--- src/rtc_cal_pkg.sv ---
package rtc_cal_pkg;

	// register byte offsets on the plain register port
	localparam logic [7:0] OFF_WEEKDAY_COUNT = 8'h00;
	localparam logic [7:0] OFF_DATE_COUNT    = 8'h04;
	localparam logic [7:0] OFF_MONTH_COUNT   = 8'h08;
	localparam logic [7:0] OFF_YEAR_COUNT    = 8'h0C;
	localparam logic [7:0] OFF_ALARM_BASE    = 8'h10;
	localparam logic [7:0] OFF_ALARM_STEP    = 8'h04;
	localparam logic [7:0] OFF_ALARM_STATUS  = 8'h24;

	// alarm bank entries, in offset order from OFF_ALARM_BASE
	localparam int NUM_ALARMS   = 5;
	localparam int ALM_SECOND   = 0;
	localparam int ALM_MINUTE   = 1;
	localparam int ALM_HOUR     = 2;
	localparam int ALM_WEEKDAY  = 3;
	localparam int ALM_DATE     = 4;

	// field positions
	localparam int ENABLE_BIT = 7;
	localparam int FLAG_BIT   = 0;

	// writable bits of each register; the others read as zero
	localparam logic [7:0] WEEKDAY_MASK = 8'h07;
	localparam logic [7:0] DATE_MASK    = 8'h3F;
	localparam logic [7:0] MONTH_MASK   = 8'h1F;
	localparam logic [7:0] YEAR_MASK    = 8'hFF;
	localparam logic [7:0] VALUE_MASK   = 8'h7F;
	localparam logic [NUM_ALARMS-1:0][7:0] ALARM_MASK =
		{8'hBF, 8'h87, 8'hBF, 8'hFF, 8'hFF};

	// calendar limits, BCD coded
	localparam logic [7:0] WEEKDAY_FIRST = 8'h00;
	localparam logic [7:0] WEEKDAY_LAST  = 8'h06;
	localparam logic [7:0] DATE_FIRST    = 8'h01;
	localparam logic [7:0] MONTH_FIRST   = 8'h01;
	localparam logic [7:0] MONTH_LAST    = 8'h12;
	localparam logic [7:0] YEAR_FIRST    = 8'h00;
	localparam logic [7:0] YEAR_LAST     = 8'h99;
	localparam logic [7:0] FEBRUARY      = 8'h02;
	localparam logic [7:0] APRIL         = 8'h04;
	localparam logic [7:0] JUNE          = 8'h06;
	localparam logic [7:0] SEPTEMBER     = 8'h09;
	localparam logic [7:0] NOVEMBER      = 8'h11;
	localparam logic [7:0] DAYS_28       = 8'h28;
	localparam logic [7:0] DAYS_29       = 8'h29;
	localparam logic [7:0] DAYS_30       = 8'h30;
	localparam logic [7:0] DAYS_31       = 8'h31;
	localparam logic [3:0] BCD_NINE      = 4'h9;
	localparam logic [1:0] LEAP_MASK     = 2'h3;

	// reset values
	localparam logic [7:0] RDATA_RESET  = 8'h00;
	localparam logic       FLAG_RESET   = 1'b0;
	localparam logic       ENABLE_RESET = 1'b0;

	typedef struct packed {
		logic [7:0] year;
		logic [7:0] month;
		logic [7:0] date;
		logic [7:0] weekday;
	} calendar_t;

	typedef struct packed {
		logic [7:0] hour;
		logic [7:0] minute;
		logic [7:0] second;
	} clock_time_t;

	typedef logic [NUM_ALARMS-1:0][7:0] alarm_bank_t;

	typedef struct packed {
		calendar_t   cal;
		alarm_bank_t alarm;
		logic        flag;
		logic [7:0]  rdata;
	} state_t;

endpackage

--- src/rtc_calendar_alarm.sv ---
`timescale 1ns/100ps
module rtc_calendar_alarm
(
	input  wire logic                    ref_clk_in,    // 100 MHz clock
	input  wire logic                    reset_n_in,    // power-on reset
	input  wire logic [7:0]              addr_in,       // register address
	input  wire logic [7:0]              wdata_in,      // write data
	input  wire logic                    wr_in,         // write strobe
	input  wire logic                    rd_in,         // read strobe
	output logic      [7:0]              rdata_out,     // read data
	input  wire logic                    run_in,        // run/stop bit
	input  wire logic                    day_carry_in,  // hour rollover
	input  wire rtc_cal_pkg::clock_time_t time_in,      // sec/min/hour
	output rtc_cal_pkg::calendar_t       calendar_out,  // calendar
	output logic                         alarm_flag_out // match flag
);
	import rtc_cal_pkg::*;

	state_t                    state_reg;
	state_t                    state_next;
	alarm_bank_t               count_vec;
	logic [NUM_ALARMS-1:0]     field_ok;
	logic [NUM_ALARMS-1:0]     enables;
	logic                      any_enabled;
	logic                      alarm_match;

	// add one to a two-digit BCD value; the caller handles wrap limits
	function automatic logic [7:0] bcd_inc(input logic [7:0] v);
		logic [7:0] r;
		r = v;
		if (v[3:0] >= BCD_NINE)
		begin
			r[3:0] = 4'h0;
			r[7:4] = v[7:4] + 4'h1;
		end
		else
		begin
			r[3:0] = v[3:0] + 4'h1;
		end
		return r;
	endfunction

	// tens*10 + units mod 4 equals (2*tens + units) mod 4
	function automatic logic is_leap(input logic [7:0] year);
		logic [1:0] rem;
		rem = ({year[4], 1'b0} + year[1:0]) & LEAP_MASK;
		return rem == 2'h0;
	endfunction

	// last day of the month as BCD, month 00 treated as a long month
	function automatic logic [7:0] last_day(input logic [7:0] month,
		input logic leap);
		logic [7:0] d;
		d = DAYS_31;
		if (month == FEBRUARY)
		begin
			d = leap ? DAYS_29 : DAYS_28;
		end
		else if (month == APRIL || month == JUNE ||
			month == SEPTEMBER || month == NOVEMBER)
		begin
			d = DAYS_30;
		end
		return d;
	endfunction

	// live counter values lined up with the alarm bank entries
	assign count_vec[ALM_SECOND]  = time_in.second;
	assign count_vec[ALM_MINUTE]  = time_in.minute;
	assign count_vec[ALM_HOUR]    = time_in.hour;
	assign count_vec[ALM_WEEKDAY] = state_reg.cal.weekday;
	assign count_vec[ALM_DATE]    = state_reg.cal.date;

	// per-field compare; a disabled field never blocks the match
	genvar gi;
	generate
		for (gi = 0; gi < NUM_ALARMS; gi++)
		begin : g_cmp
			logic [7:0] diff;
			assign enables[gi] = state_reg.alarm[gi][ENABLE_BIT];
			assign diff = (state_reg.alarm[gi] ^ count_vec[gi]) &
				ALARM_MASK[gi] & VALUE_MASK;
			assign field_ok[gi] = !enables[gi] || (diff == 8'h00);
		end
	endgenerate

	// an empty enable set would make the AND true, hence the extra term
	assign any_enabled = |enables;
	assign alarm_match = any_enabled && (&field_ok);

	// next state: counting, register writes, flag and read data
	always_comb
	begin
		logic       day_step;
		logic       month_step;
		logic       year_step;
		logic [7:0] month_end;
		logic       status_wr;
		day_step   = 1'b0;
		month_step = 1'b0;
		year_step  = 1'b0;
		month_end  = DAYS_31;
		status_wr  = 1'b0;
		state_next = state_reg;

		// counting is gated here even if the carry source is gated too
		day_step  = day_carry_in && run_in;
		month_end = last_day(state_reg.cal.month,
			is_leap(state_reg.cal.year));

		if (day_step)
		begin
			// weekday follows each completed day
			if (state_reg.cal.weekday >= WEEKDAY_LAST)
			begin
				state_next.cal.weekday = WEEKDAY_FIRST;
			end
			else
			begin
				state_next.cal.weekday =
					state_reg.cal.weekday + 8'h01;
			end

			// date steps on each day carry and wraps after month end
			if (state_reg.cal.date >= month_end)
			begin
				state_next.cal.date = DATE_FIRST;
				month_step = 1'b1;
			end
			else
			begin
				state_next.cal.date = bcd_inc(state_reg.cal.date);
			end
		end

		// month carry from the date counter
		if (month_step)
		begin
			if (state_reg.cal.month >= MONTH_LAST)
			begin
				state_next.cal.month = MONTH_FIRST;
				year_step = 1'b1;
			end
			else
			begin
				state_next.cal.month = bcd_inc(state_reg.cal.month);
			end
		end

		// year carry from the month counter
		if (year_step)
		begin
			if (state_reg.cal.year >= YEAR_LAST)
			begin
				state_next.cal.year = YEAR_FIRST;
			end
			else
			begin
				state_next.cal.year = bcd_inc(state_reg.cal.year);
			end
		end

		// software writes win over counting; software stops the count
		// first, so the collision only happens on misuse
		if (wr_in)
		begin
			case (addr_in)
				OFF_WEEKDAY_COUNT:
				begin
					state_next.cal.weekday = wdata_in & WEEKDAY_MASK;
				end
				OFF_DATE_COUNT:
				begin
					state_next.cal.date = wdata_in & DATE_MASK;
				end
				OFF_MONTH_COUNT:
				begin
					state_next.cal.month = wdata_in & MONTH_MASK;
				end
				OFF_YEAR_COUNT:
				begin
					state_next.cal.year = wdata_in & YEAR_MASK;
				end
				OFF_ALARM_STATUS:
				begin
					status_wr = 1'b1;
				end
				default:
				begin
					state_next = state_next;
				end
			endcase

			// alarm bank; reserved bits are masked off so they read zero
			for (int i = 0; i < NUM_ALARMS; i++)
			begin
				if (addr_in == OFF_ALARM_BASE + OFF_ALARM_STEP * 8'(i))
				begin
					state_next.alarm[i] = wdata_in & ALARM_MASK[i];
				end
			end
		end

		// writing one leaves the flag alone; a match wins over a clear
		if (alarm_match)
		begin
			state_next.flag = 1'b1;
		end
		else if (status_wr && !wdata_in[FLAG_BIT])
		begin
			state_next.flag = 1'b0;
		end

		// read data stands only in the cycle after the strobe
		state_next.rdata = RDATA_RESET;
		if (rd_in)
		begin
			case (addr_in)
				OFF_WEEKDAY_COUNT:
				begin
					state_next.rdata = state_reg.cal.weekday & WEEKDAY_MASK;
				end
				OFF_DATE_COUNT:
				begin
					state_next.rdata = state_reg.cal.date & DATE_MASK;
				end
				OFF_MONTH_COUNT:
				begin
					state_next.rdata = state_reg.cal.month & MONTH_MASK;
				end
				OFF_YEAR_COUNT:
				begin
					state_next.rdata = state_reg.cal.year;
				end
				OFF_ALARM_STATUS:
				begin
					state_next.rdata = {7'h00, state_reg.flag};
				end
				default:
				begin
					state_next.rdata = RDATA_RESET;
				end
			endcase
			for (int i = 0; i < NUM_ALARMS; i++)
			begin
				if (addr_in == OFF_ALARM_BASE + OFF_ALARM_STEP * 8'(i))
				begin
					state_next.rdata = state_reg.alarm[i] & ALARM_MASK[i];
				end
			end
		end

		// reset touches only enables, flag and read data; calendar and
		// alarm values survive so the time of day is never lost, and a
		// software write during reset still lands in the calendar
		if (!reset_n_in)
		begin
			for (int i = 0; i < NUM_ALARMS; i++)
			begin
				state_next.alarm[i][ENABLE_BIT] = ENABLE_RESET;
			end
			state_next.flag  = FLAG_RESET;
			state_next.rdata = RDATA_RESET;
		end
	end

	// the one state register; reset is applied in the next-state logic
	always_ff @(posedge ref_clk_in)
	begin
		state_reg <= state_next;
	end

	// outputs straight from flip-flops
	assign rdata_out      = state_reg.rdata;
	assign calendar_out   = state_reg.cal;
	assign alarm_flag_out = state_reg.flag;

endmodule

--- config.mk ---
export PLATFORM = sky130hd
export DESIGN_NAME = rtc_calendar_alarm
export DESIGN_NICKNAME = d
export VERILOG_FILES = /design/src/rtc_cal_pkg.sv /design/src/rtc_calendar_alarm.sv
export SDC_FILE = /design/constraint.sdc
export NUM_CORES = 1
export LEC_CHECK = 0
export BUFFER_PORTS_ARGS = -buffer_cell sky130_fd_sc_hd__buf_2
export CAP_MARGIN = 20
export CORE_UTILIZATION = 56
export CTS_CLUSTER_DIAMETER = 200
export DETAILED_ROUTE_END_ITERATION = 12
export PLACE_DENSITY = 0.8
export SYNTH_ARGS = -nofsm -noshare
export SYNTH_HDL_FRONTEND = slang
export SYNTH_SLANG_ARGS = --single-unit
--- constraint.sdc ---
create_clock -name ref_clk_in -period 3.7 [get_ports ref_clk_in]
set_input_delay 0.185 -clock ref_clk_in [delete_from_list [all_inputs] [get_ports ref_clk_in]]
set_output_delay 0.185 -clock ref_clk_in [all_outputs]
set_load 0.005 [all_outputs]
==> impl_summary.txt <==
----------------------------------------------------
[Outcome]
  Status ... finished clean

[GRT]
  GRT Resource Usage Total ... approximately 28%
  Overall overflow remaining after global route ... 0
  Initial antenna violation count ... 0
  Maximum number of pins on one net before global-route repair ... 36
  Wire length of the first global-routing pass ... 18.7 mm
  Via count of the first global-routing pass ... around 3,800

[Drt]
  Total number of vias ... slightly above 4,000
  DRC errors left ... 0
  Vias/cell ... 6.28
  Count of antenna-violating nets left after detailed routing ... 0
  Number of iterations in the first detailed-routing pass ... 5
  DRT Wirelength ... around 12 mm
  Routed len/inst ... roughly 19 um
  Number of violations reported at the end of detailed-routing iteration 0 ... ~260

[Critical path]
  Critical path capture point type ... flip-flop
  Reg2Reg Launch Point ... calendar_out[20]
  Reg-to-Reg End ... calendar_out[27]
  Largest stage delay on the critical path ... a little under 400 ps
  Arrival time at the worst endpoint ... approximately 3700 ps
  CP required ... roughly 4000 ps
  Category of the worst setup path launch point ... flip-flop
  CP Max Fanout ... 13
  Setup slack of the most critical reg-to-reg path ... between 300 and 400 ps
  Crit path max-delay cell type ... sky130_fd_sc_hd__dfxtp_1
  Cells along the critical path ... inv_1 -> ha_1 -> nor3b_1 -> o21ai_0 -> a21oi_1 -> a31o_2 -> o311ai_0 -> ha_1 -> nor4b_2 -> o22ai_2 -> o211ai_4 -> o21ai_2 -> o31ai_2
  R2r worst-path depth ... 13
  Largest delay share family, worst path ... compound AO/OA/AOI/OAI gates
  Type of the worst setup path ... flip-flop to flip-flop
  Cell occurring most often along the worst timing path ... sky130_fd_sc_hd__ha_1
  Crit path buf inv count ... 1

[Logic synthesis]
  Synthesized Nets ... roughly 580
  Mean Syn Cell Area ... around 9.3 um2
  Cell variety after synth ... 71
  Top cell type's share of synthesized area ... around a fifth
  Proportion of register bits with asynchronous set or reset after synthesis ... 0%
  Cell area after synthesis ... between 4000 and 5000 um2
  Dominant cells by area after synthesis ... sky130_fd_sc_hd__dfxtp_1, sky130_fd_sc_hd__edfxtp_1, sky130_fd_sc_hd__buf_4
  Area leader, netlist ... sky130_fd_sc_hd__dfxtp_1
  Warning count from the yosys run ... 0
  Cell count after synthesis ... just over 500
  Most frequent cells after synthesis ... sky130_fd_sc_hd__dfxtp_1, sky130_fd_sc_hd__buf_4, sky130_fd_sc_hd__nand2_1, sky130_fd_sc_hd__o21ai_0, sky130_fd_sc_hd__edfxtp_1
  Share of the yosys chip area belonging to registers ... 37.8%
  Most repeated cell in the gate-level netlist after synthesis ... sky130_fd_sc_hd__dfxtp_1
  Flop and latch count out of synthesis ... 75
  Main synth FF type ... sky130_fd_sc_hd__dfxtp_1
  EDFF count, synth ... 29

[Min path]
  Beginning of the worst hold path ... wdata_in[6]
  Depth of the worst hold-timing path ... 1
  End point of the worst hold path ... state_reg[15]
  Hold crit path type ... input port to flip-flop

[Placed design]
  Weighted congestion reported at the end of routability-driven placement ... ~0.9
  Detailed Place HPWL ... roughly 8.8 mm
  Number of port buffers ... approximately 80
  Setup Slack @ Placement ... 309 ps

[Clock network]
  Clock Root Buffer ... sky130_fd_sc_hd__clkbuf_8
  CTS buffer count ... 9
  TritonCTS Sinks ... 75
  Clock transition at path regs ... about 80 ps
  Clock tree from TritonCTS ... built
  H-tree Lvls ... 3
  Worst-Skew Late Latency ... ~350 ps
  Maximum buffer depth of the clock tree ... 2
  Hold-fix buffers, CTS ... 0

[STA]
  Setup repair after global routing missed its margin ... false
  Relative slew slack ... between 40% and 50%
  Fmax ... a little under 0.3 GHz
  Transition time at the pin with the least slew margin ... 884 ps
  Slew Limit Fails ... 0
  Setup TNS ... 0 ps
  Final period utilization ... about nine tenths
  Setup Viol. Count Final ... 0
  Post-layout min period ... roughly 3400 ps
  Clock Skews ... between 10 and 15 ps
  Endpoints failing hold ... 0
  Final setup margin ... between 300 and 400 ps

[Die]
  Chip Height ... between 90 and 100 um
  Num rows ... 33
  Core area ... a little over 8000 um2
  Area of the die ... between 8000 and 9000 um2
  Number of top-level pins ... 87
  Width of the chip ... about 94 um
  Initial core utilization ... 57.7%

[Finish]
  Number of diodes added for antenna fixing ... 0
  Nets ... roughly 610
  Share of layout cells above drive strength 1 ... ~22%
  Flip-flop count of the largest register after layout ... 32
  Core utilization of the finished layout ... 62.0%
  Synth-to-Final Area Change ... 7.36%

[Pwr]
  Standby leakage power ... between 0.002 and 0.0025 uW
  Ratio of total power to cell area ... between 400 and 500 nW/um2
  Peak supply drop ... about 0.00023 V

[Run]
  # Max-Cap Violations ... 0

----------------------------------------------------
==> cells by family after synthesis <==
kind of cell,count (synthesis),synth area share [%]
compound gates,118,17.0
simple gates,160,18.5
flops,75,37.8
buf+inv,84,10.4
xor+xnor,37,6.83
fa+ha+maj,21,5.54
mux,14,3.91
==> placed cells by master, fill, tap and decap left out, drive strengths merged, types with 16 or more instances in the layout <==
master / count
nand2: 35
a21oi: 22
buf: 83
edfxtp: 29
inv: 26
o21ai: 37
ha: 21
nand3: 16
nor2: 28
xor2: 16
xnor2: 21
dfxtp: 46
==> worst max-delay path by stage <==
stage / cells after the start / endpoint / from / slack [ps]
after floorplan: 14 / calendar_out[27] / calendar_out[20] / 900
after global placement: 11 / calendar_out[27] / calendar_out[20] / 460
after detailed placement: 13 / calendar_out[27] / calendar_out[20] / 310
after CTS: 13 / calendar_out[27] / calendar_out[20] / 290
after global routing: 13 / calendar_out[27] / calendar_out[20] / 90
final: 13 / calendar_out[27] / calendar_out[20] / 310
==> where the power goes <==
part / internal (uW) / leakage [uW] / switching, uW
registers: 930 / 0.000635 / 184
clock network: 327 / 0.0000988 / 303
logic: 314 / 0.00127 / 362
==> layout make-up <==
cell class / instances / area (um2)
multi-input combinational: 350 / 2460
inverter: 25 / 93.8
sequential: 75 / 1790
tap: 105 / 131
fill: 704 / 3130
clock buffer: 11 / 141
clock inverter: 5 / 51.3
timing repair buffer: 83 / 418
==> layer usage <==
metal  global-route usage [%]  vias up  share of wire (%)
met2                     46.3      212                 49
met5                        0        -                  0
li1                         -     1888                  -
met1                     35.5     1963                 40
met3                     4.77       42                8.0
met4                     13.2        0                3.3
==> through the flow <==
stage	cells	total power [uW]	cell area (um2)	hold WS [ps]
after global placement	638	1760	4890	399
after CTS	654	2410	5080	42.0
after floorplan	509	1620	4740	284
after detailed placement	638	1790	4890	404
after global routing	654	2550	5090	41.8
final	654	2420	5090	49.0
==> repair_timing <==
item | 4_1_cts | 5_1_grt
setup buffers | 0 | 0
endpoints found under the setup margin | 0 | 1
resized for setup | 0 | 1
No activity file was read; power rests on OpenSTA's default activity.
